`config.mk`:
```
export PLATFORM = sky130hd
export DESIGN_NAME = rtcc_core
export DESIGN_NICKNAME = d
export VERILOG_FILES = /design/src/rtl/rtcc_core.v /design/src/rtl/rtcc_sync3.v
export VERILOG_INCLUDE_DIRS = /design/src /design/src/common
export SDC_FILE = /design/constraint.sdc
export NUM_CORES = 2
export LEC_CHECK = 0
export BUFFER_PORTS_ARGS = -buffer_cell sky130_fd_sc_hd__buf_2
export CAP_MARGIN = 20
export CORE_UTILIZATION = 25
export CTS_BUF_LIST = sky130_fd_sc_hd__clkbuf_4 sky130_fd_sc_hd__clkbuf_8
export DETAILED_ROUTE_END_ITERATION = 12
export GPL_ROUTABILITY_DRIVEN = 0
export PLACE_DENSITY = 0.36
export SETUP_SLACK_MARGIN = 0.2
export SLEW_MARGIN = 5
export SYNTH_ARGS = -nofsm -noshare
export SYNTH_HDL_FRONTEND = slang
export SYNTH_SLANG_ARGS = --single-unit
export TNS_END_PERCENT = 10
```
`constraint.sdc`:
```
create_clock -name CORE_CLK -period 6 [get_ports CORE_CLK]
set_clock_uncertainty 0.2 [all_clocks]
set_input_delay 0.3 -clock CORE_CLK [delete_from_list [all_inputs] [get_ports CORE_CLK]]
set_output_delay 0.3 -clock CORE_CLK [all_outputs]
set_load 0.02 [all_outputs]
```
`src/common/rtcc_defines.vh`:
```
// constants for the clock control core: register indexes, field places,
// reset values and timing counts; assumes a 25 MHz core clock.
`ifndef RTCC_DEFINES_VH
`define RTCC_DEFINES_VH

`define RTCC_CLK_HZ        25000000
`define RTCC_BASE_HZ       32768
`define RTCC_TICK_DIV      (`RTCC_CLK_HZ / `RTCC_BASE_HZ)
`define RTCC_TICK_NS       (1000000000 / `RTCC_BASE_HZ)
`define RTCC_UIP_LEAD_NS   244000
`define RTCC_UIP_TICKS     \
  ((`RTCC_UIP_LEAD_NS + `RTCC_TICK_NS - 1) / `RTCC_TICK_NS)
`define RTCC_ALARM_NS      30500
`define RTCC_ALARM_TICKS   \
  ((`RTCC_ALARM_NS + `RTCC_TICK_NS - 1) / `RTCC_TICK_NS)
`define RTCC_CHAIN_START   15'h4000
`define RTCC_CHAIN_LAST    15'h7fff

`define RTCC_IDX_CTRL_A    7'h0a
`define RTCC_IDX_CTRL_B    7'h0b
`define RTCC_IDX_FLAGS     7'h0c
`define RTCC_IDX_VALID     7'h0d
`define RTCC_IDX_URAM_ADDR 7'h50
`define RTCC_IDX_URAM_DATA 7'h53

`define RTCC_RATE_LSB      0
`define RTCC_RATE_MSB      3
`define RTCC_MODE_LSB      4
`define RTCC_MODE_MSB      6
`define RTCC_UIP_BIT       7
`define RTCC_SET_BIT       7
`define RTCC_PIE_BIT       6
`define RTCC_AIE_BIT       5
`define RTCC_UIE_BIT       4
`define RTCC_DM_BIT        2
`define RTCC_HM_BIT        1
`define RTCC_DSE_BIT       0
`define RTCC_REQ_BIT       7
`define RTCC_PF_BIT        6
`define RTCC_AF_BIT        5
`define RTCC_UF_BIT        4
`define RTCC_VALID_BIT     7

`define RTCC_MODE_RESET    3'h0
`define RTCC_RATE_RESET    4'h0
`define RTCC_MODE_BANK0    3'h2
`define RTCC_MODE_BANK1    3'h3
`define RTCC_MODE_BANK2    3'h4
`define RTCC_MEM_DEPTH     384

`endif

```
`src/rtl/rtcc_core.v`:
```
// control core of a battery-backed clock: oscillator control, divider
// chain, periodic/alarm/update interrupts, banked storage via index/data.
// assumes host strobes are synchronous to CORE_CLK; supply levels are async.
`timescale 1ns/100ps
`include "rtcc_defines.vh"
module rtcc_core (
  input  wire       CORE_CLK,
  input  wire       RST,
  input  wire       POR,
  input  wire       MAIN_SUPPLY_OK,
  input  wire       BATTERY_OK,
  input  wire       ALARM_MATCH,
  input  wire       HOST_SEL,
  input  wire       HOST_WR,
  input  wire       HOST_RD,
  input  wire [7:0] HOST_WDATA,
  output reg  [7:0] HOST_RDATA,
  output reg        HOST_RVALID,
  output reg        CLOCK_INTERRUPT_REQUEST_N,
  output reg        OSC_RUN
);
  // integer counts cut to their counter widths on purpose
  localparam integer TICK_LAST_I  = `RTCC_TICK_DIV - 1;
  localparam integer UIP_TICKS_I  = `RTCC_UIP_TICKS;
  localparam integer ALARM_LAST_I = `RTCC_ALARM_TICKS - 1;
  localparam [9:0]  TICK_LAST  = TICK_LAST_I[9:0];
  localparam [14:0] UIP_TICKS  = UIP_TICKS_I[14:0];
  localparam [14:0] UIP_FROM   = 15'h0 - UIP_TICKS;
  localparam [1:0]  ALARM_LAST = ALARM_LAST_I[1:0];

  wire       any_rst;
  wire       main_ok;
  wire       batt_ok;

  reg  [2:0] mode;
  reg  [3:0] rate;
  reg        update_pending_bit;
  reg        set_mode;
  reg        data_mode;
  reg        hour_mode;
  reg        dst_en;
  reg  [2:0] enables;
  reg  [2:0] flags;
  reg  [2:0] pend;
  reg  [6:0] index;
  reg  [6:0] uaddr;
  reg        valid_data_bit;
  reg        valid_seen;
  reg  [9:0] pre_cnt;
  reg        tick;
  reg [14:0] chain;
  reg        alarm_wait;
  reg  [1:0] alarm_cnt;
  reg  [7:0] mem [0:`RTCC_MEM_DEPTH-1];

  assign any_rst = RST | POR;

  // level inputs from the supply comparators
  rtcc_sync3 u_main_sync (
    .clk (CORE_CLK),
    .rst (any_rst),
    .d   (MAIN_SUPPLY_OK),
    .q   (main_ok)
  );

  rtcc_sync3 u_batt_sync (
    .clk (CORE_CLK),
    .rst (any_rst),
    .d   (BATTERY_OK),
    .q   (batt_ok)
  );

  // mode decode
  wire       chain_hold = (mode[2:1] == 2'b11);
  wire       running    = OSC_RUN & ~chain_hold;
  reg  [1:0] bank;

  always @* begin
    case (mode)
      `RTCC_MODE_BANK1: bank = 2'd1;
      `RTCC_MODE_BANK2: bank = 2'd2;
      default:          bank = 2'd0;
    endcase
  end

  wire next_osc = main_ok | (batt_ok & (mode[2:1] != 2'b00));

  wire acc_ok = main_ok;
  wire wr_idx = HOST_WR & ~HOST_SEL & acc_ok;
  wire wr_dat = HOST_WR & HOST_SEL & acc_ok & valid_data_bit;
  wire rd_dat = HOST_RD & HOST_SEL & acc_ok;

  reg  [3:0] tap;
  always @* begin
    case (rate)
      4'h1:    tap = 4'd7;
      4'h2:    tap = 4'd8;
      default: tap = rate - 4'd1;
    endcase
  end

  wire [14:0] period   = 15'h1 << tap;
  wire [14:0] half     = period >> 1;
  wire [14:0] phase    = chain + UIP_TICKS + half;
  wire [14:0] tap_mask = period - 15'h1;

  wire update_ev = tick & running & (chain == `RTCC_CHAIN_LAST);
  // periodic offset by half plus lead
  wire per_ev = tick & running & (rate != 4'h0) &
                ((phase & tap_mask) == 15'h0);
  wire alarm_ev = tick & running & alarm_wait & (alarm_cnt == ALARM_LAST);

  wire [2:0] events = {per_ev, alarm_ev, update_ev};

  wire clr_rd = rd_dat & (index == `RTCC_IDX_FLAGS);

  // sticky flags, repeats dropped; set beats clear
  wire [2:0] next_flags = (clr_rd ? 3'b000 : flags) | events;
  wire [2:0] next_pend  = ((clr_rd ? 3'b000 : pend) | (events & enables))
                          & enables;
  wire req_status = |(enables & flags);

  reg  [8:0] mem_addr;
  always @* begin
    if (index[6]) begin
      mem_addr = {1'b0, bank + 2'd1, index[5:0]};
    end else begin
      mem_addr = {3'b000, index[5:0]};
    end
  end

  wire is_uaddr = (bank == 2'd1) & (index == `RTCC_IDX_URAM_ADDR);
  wire is_udata = (bank == 2'd1) & (index == `RTCC_IDX_URAM_DATA);
  wire [8:0] uram_addr = {2'b10, uaddr};

  reg  [7:0] loc_data;
  always @* begin
    case (index)
      `RTCC_IDX_CTRL_A:
        loc_data = {update_pending_bit & ~set_mode, mode, rate};
      `RTCC_IDX_CTRL_B:
        loc_data = {set_mode, enables, 1'b0, data_mode, hour_mode, dst_en};
      `RTCC_IDX_FLAGS:
        loc_data = {req_status, flags, 4'h0};
      `RTCC_IDX_VALID:
        loc_data = {valid_data_bit, 7'h00};
      default: begin
        if (is_uaddr) begin
          loc_data = {1'b0, uaddr};
        end else if (is_udata) begin
          loc_data = mem[uram_addr];
        end else begin
          loc_data = mem[mem_addr];
        end
      end
    endcase
  end

  wire ctl_loc = (index >= `RTCC_IDX_CTRL_A) & (index <= `RTCC_IDX_VALID);

  always @(posedge CORE_CLK or posedge POR) begin
    if (POR) begin
      mode      <= `RTCC_MODE_RESET;
      rate      <= `RTCC_RATE_RESET;
      update_pending_bit       <= 1'b0;
      set_mode  <= 1'b0;
      data_mode <= 1'b0;
      hour_mode <= 1'b0;
      dst_en    <= 1'b0;
    end else begin
      update_pending_bit <= running & (chain >= UIP_FROM);
      if (wr_dat & (index == `RTCC_IDX_CTRL_A) & valid_seen) begin
        mode <= HOST_WDATA[`RTCC_MODE_MSB:`RTCC_MODE_LSB];
        rate <= HOST_WDATA[`RTCC_RATE_MSB:`RTCC_RATE_LSB];
      end
      if (wr_dat & (index == `RTCC_IDX_CTRL_B)) begin
        set_mode  <= HOST_WDATA[`RTCC_SET_BIT];
        data_mode <= HOST_WDATA[`RTCC_DM_BIT];
        hour_mode <= HOST_WDATA[`RTCC_HM_BIT];
        dst_en    <= HOST_WDATA[`RTCC_DSE_BIT];
      end
    end
  end

  // cleared by any reset
  always @(posedge CORE_CLK or posedge any_rst) begin
    if (any_rst) begin
      enables                   <= 3'b000;
      flags                     <= 3'b000;
      pend                      <= 3'b000;
      CLOCK_INTERRUPT_REQUEST_N <= 1'b1;
      OSC_RUN                   <= 1'b0;
      index                     <= 7'h00;
      uaddr                     <= 7'h00;
      valid_data_bit            <= 1'b0;
      valid_seen                <= 1'b0;
      HOST_RDATA                <= 8'h00;
      HOST_RVALID               <= 1'b0;
    end else begin
      OSC_RUN <= next_osc;
      flags   <= next_flags;
      pend    <= next_pend;
      CLOCK_INTERRUPT_REQUEST_N <= ~|next_pend;
      if (wr_idx) begin
        index <= HOST_WDATA[6:0];
      end
      if (wr_dat & (index == `RTCC_IDX_CTRL_B)) begin
        enables <= {HOST_WDATA[`RTCC_PIE_BIT], HOST_WDATA[`RTCC_AIE_BIT],
                    HOST_WDATA[`RTCC_UIE_BIT]};
      end
      if (wr_dat & is_uaddr) begin
        uaddr <= HOST_WDATA[6:0];
      end
      // battery loss invalidates; a read revalidates if battery is good
      if (~batt_ok) begin
        valid_data_bit <= 1'b0;
      end else if (rd_dat & (index == `RTCC_IDX_VALID)) begin
        valid_data_bit <= 1'b1;
      end
      if (rd_dat & (index == `RTCC_IDX_VALID)) begin
        valid_seen <= 1'b1;
      end
      HOST_RVALID <= HOST_RD & acc_ok;
      if (HOST_RD & acc_ok) begin
        HOST_RDATA <= HOST_SEL ? loc_data : {1'b0, index};
      end
    end
  end

  // time base and divider chain; stopped oscillator freezes the chain and drops a pending alarm, prescaler keeps counting
  always @(posedge CORE_CLK or posedge any_rst) begin
    if (any_rst) begin
      pre_cnt    <= 10'h000;
      tick       <= 1'b0;
      chain      <= `RTCC_CHAIN_START;
      alarm_wait <= 1'b0;
      alarm_cnt  <= 2'b00;
    end else begin
      tick <= 1'b0;
      if (pre_cnt == TICK_LAST) begin
        pre_cnt <= 10'h000;
        tick    <= 1'b1;
      end else begin
        pre_cnt <= pre_cnt + 10'h001;
      end
      // held chain restarts half a second before the first update
      if (tick & OSC_RUN) begin
        if (chain_hold) begin
          chain <= `RTCC_CHAIN_START;
        end else begin
          chain <= chain + 15'h0001;
        end
      end
      if (update_ev & ALARM_MATCH) begin
        alarm_wait <= 1'b1;
        alarm_cnt  <= 2'b00;
      end else if (alarm_ev | ~running) begin
        alarm_wait <= 1'b0;
      end else if (tick & alarm_wait) begin
        alarm_cnt <= alarm_cnt + 2'b01;
      end
    end
  end

  // battery-backed storage: no reset on purpose, contents survive resets
  always @(posedge CORE_CLK) begin
    if (wr_dat & ~ctl_loc & ~is_uaddr) begin
      if (is_udata) begin
        mem[uram_addr] <= HOST_WDATA;
      end else begin
        mem[mem_addr] <= HOST_WDATA;
      end
    end
  end
endmodule

```
`src/rtl/rtcc_sync3.v`:
```
// three-stage synchroniser with agreement filter for one level.
// assumes d is asynchronous to clk; q moves once stages two and three agree.
`timescale 1ns/100ps
module rtcc_sync3 (
  input  wire clk,
  input  wire rst,
  input  wire d,
  output reg  q
);
  reg s1;
  reg s2;
  reg s3;

  always @(posedge clk or posedge rst) begin
    if (rst) begin
      s1 <= 1'b0;
      s2 <= 1'b0;
      s3 <= 1'b0;
      q  <= 1'b0;
    end else begin
      s1 <= d;
      s2 <= s1;
      s3 <= s2;
      if (s2 == s3) begin
        q <= s3;
      end
    end
  end
endmodule

```
==> run summary <==
STA
--------------------------------------------------------------------------------------------------------
Max Transition Viols Final                                                                             0
Max Fclk                                                                                         175 MHz
Worst setup margin                                                                                289 ps
Final number of hold-violating endpoints                                                               0
Period utilisation layout                                                                          95.2%
Number of endpoints failing setup at the final stage                                                   0
Worst-Margin Slew                                                                                1240 ps
Setup repair after global routing missed its margin                                                false
Min Clock Period, post-route                                                                     5710 ps
Total negative slack                                                                                0 ps
Headroom to the max-slew limit                                                                     17.4%

CELLS AND AREA
--------------------------------------------------------------------------------------------------------
Most common library cell in the layout ignoring fill and taps                                   edfxtp_1
Fillcell total                                                                                     48900
Total area of sequential cells                                                                 94400 um2
Share of final-layout standard cells stronger than drive strength 1                                31.0%
Top library cells by usage in the layout, fill and taps aside                               edfxtp_1 (3072), mux4_2 (784), clkbuf_8 (588)
Share of the core filled with cells in the final layout                                            29.7%
P&R area growth vs syn                                                                             18.3%
Area of the multi-input gates                                                                  28900 um2
Number of nets in the finished design                                                               6936

FLOORPLANNING
--------------------------------------------------------------------------------------------------------
Effective utilization at floorplan                                                                 25.1%
Die Area                                                                                      502000 um2
Horizontal die dimension                                                                          708 um
Chip Height                                                                                       708 um
IO Count                                                                                              28
Number of standard-cell rows in the floorplan                                                        259
Core Area                                                                                     497000 um2

SETUP PATH
--------------------------------------------------------------------------------------------------------
Family with the most delay on the worst path                                                buffers and inverters
Critical Path RT                                                                                 6890 ps
Critical path startpoint category                                                              flip-flop
Endpoint of the most critical register-to-register path                                     HOST_RDATA[0]
Kind of critical path                                                                       flip-flop to flip-flop
WP data arrival                                                                                  6600 ps
Number of buffers and inverters on the critical path                                                   4
Critical-path cell with the highest stage delay                                                a2111oi_0
Slack of the worst reg-to-reg path                                                                290 ps
Critical path launch point                                                                      index[1]
Length in cells of the worst reg-to-reg path                                                          12
Critical R2R Launch                                                                             index[1]
Critical Path Fanout Max                                                                              81
Stages on worst setup path                                                                            12
Nature of the critical path endpoint                                                           flip-flop
CP max stage delay                                                                               1050 ps
Worst-path cell chain                                                                       buf_12 > buf_12 > mux4_2 > mux4_2 > nand2_1 > o21ai_1 > a2111oi_0 > buf_4 > nor3_1 > nor3_1 > nor4_1 > dlygate4sd3_1

OUTCOME
--------------------------------------------------------------------------------------------------------
Status                                                                                      finished clean

PWR
--------------------------------------------------------------------------------------------------------
Power density over cell area                                                                  346 nW/um2
Static Leakage                                                                                   46.0 nW
Worst-case vdd ir drop                                                                        0.000222 V

YOSYS
--------------------------------------------------------------------------------------------------------
Post-synthesis instance area                                                                  125000 um2
Asr flop ratio synth                                                                               2.69%
Synthesis Warnings                                                                                     0
Number of library cell types mapped by synthesis                                                      94
Main synth FF type                                                                              edfxtp_1
Share of synthesized area occupied by flip-flops and latches                                       75.7%
Mean instance size in the synthesized netlist                                                   20.5 um2
Register bit total from synthesis                                                                   3157
Number of enable-type register cells in the synthesized netlist                                     3072
Mapped Cells                                                                                        6093

CLOCK TREE
--------------------------------------------------------------------------------------------------------
Clock network latency to the later pin of the worst-skew pair                                    1210 ps
Cts repair resizes                                                                                     0
TritonCTS sink count                                                                                3157
Count of hold-fix buffers inserted at cts                                                             43
Number of levels the H-tree was split into                                                             6
TritonCTS Buffers                                                                                    562
Number of buffers on the longest clock path                                                            4
Post-CTS repair timing setup buffer count                                                              0
CTS tree                                                                                           built
Clock tree root driver cell                                                                     clkbuf_8
Post-CTS clock slew at the launch and capture registers of the worst setup and hold paths          60 ps

HOLD PATH
--------------------------------------------------------------------------------------------------------
Capture endpoint of the worst hold path                                                       mem[61][7]
Hold path cells                                                                                        3
Min-delay worst type                                                                        primary input to flip-flop
Worst min-delay path startpoint                                                             HOST_WDATA[7]

ROUTING
--------------------------------------------------------------------------------------------------------
Number of optimization iterations in the first detailed-route pass                                     8
Final WL                                                                                       418000 um
Remaining design rule violation count                                                                  0
Via count normalized by instance count                                                              4.63
Routed via count                                                                                   64700
Routed len/inst                                                                                  29.9 um
Detailed router's first-iteration violation count                                                   6047
Final antenna-violating net count                                                                      0

GLOBAL ROUTING
--------------------------------------------------------------------------------------------------------
GRT Resource Usage Total                                                                           16.3%
First-pass GRT wire length                                                                     575000 um
Pin count of the biggest net entering global routing                                                 165
Initial antenna violation count                                                                       33
Overflow after GRT                                                                                     0
Number of global-route vias before repair                                                          67900

PLACEMENT
--------------------------------------------------------------------------------------------------------
Placed wire-length estimate after detailed placement                                           256000 um
Buffers added on ports                                                                                27
Worst slack at placement                                                                          851 ps

FLOW RUN
--------------------------------------------------------------------------------------------------------
Count of max-cap constraint violations                                                                 0

## flip-flops by register name, summed over array words and instances (netlist names), 2 cells and up
register / count
flags: 3
alarm_cnt: 2
uaddr: 7
mem: 3072
chain: 15
mode: 3
index: 7
HOST_RDATA: 8
rate: 4
pend: 3
enables: 3
pre_cnt: 10
## where the power goes
group | leakage (nW) | switching (mW) | internal, mW | total, mW
registers | 28.7 | 0.0981 | 24.3 | 24.4
logic | 11.6 | 4.35 | 2.28 | 6.63
clock network | 5.72 | 9.32 | 10.7 | 20.0
total | 46.0 | 13.8 | 37.2 | 51.0
## worst reg2reg max path, delay by kind of cell, from the launching register on
family / cells / cell delay, ps
AO/OA/AOI/OAI: 2 / 1190
buffers and inverters: 4 / 1870
flip-flops: 1 / 490
multiplexers: 2 / 1120
AND/OR/NAND/NOR: 4 / 730
## cell families after synthesis
logic type | share of synthesized area [%]
multiplexers | 16.2
AO/OA/AOI/OAI | 2.59
AND/OR/NAND/NOR | 3.41
adder cells (fa/ha/maj) | 0.393
buffers and inverters | 1.49
other | 0.00301
XOR/XNOR | 0.218
flip-flops | 75.7
## through the flow
stage	cells	cell area, um2	power, mW	hold WS, ps
after global routing	14000	147000	52.8	103
after detailed placement	12900	136000	31.6	149
after floorplan	6140	125000	28.3	-35.3
after CTS	14000	147000	51.8	9.44
final	14000	148000	51.0	160
after global placement	12900	136000	31.6	134
## cells in the mapped netlist (all sizes together), types with 27 or more instances
library cell / number / area (um2)
clkbuf: 153 / 576
nand2: 235 / 887
nor2: 494 / 1850
o21ai: 88 / 448
mux2i: 206 / 2060
ha: 36 / 450
nor3: 35 / 175
edfxtp: 3072 / 92200
dfrtp: 83 / 2080
nand3: 70 / 355
buf: 204 / 1170
mux2: 44 / 495
mux4: 784 / 17700
o22ai: 40 / 250
a211oi: 35 / 263
o221ai: 48 / 420
a21oi: 75 / 379
inv: 27 / 101
nor2b: 38 / 238
## worst max path at each step
stage	endpoint	slack [ps]
2_1_floorplan	HOST_RDATA[0]	1270
3_3_place_gp	HOST_RDATA[4]	790
3_5_place_dp	HOST_RDATA[6]	850
4_1_cts	HOST_RDATA[0]	320
5_1_grt	HOST_RDATA[0]	320
6_report	HOST_RDATA[0]	290
## routing by layer
layer	up-vias	global-route usage (%)	wire (um)
met2	1844	27.0	203000
met5	-	0	71
met3	562	2.63	19600
li1	26900	-	-
met4	10	4.01	9760
met1	35400	22.3	185000
## area by class of cell
cell class | instances | share of cell area [%]
clock buffer | 763 | 6.38
sequential | 3157 | 64.0
multi-input combinational | 2597 | 19.6
clock inverter | 236 | 0.995
inverter | 29 | 0.0772
antenna | 9 | 0.0153
timing repair buffer | 535 | 3.30
tap | 6655 | 5.65
(Power assumes the default switching activity.)
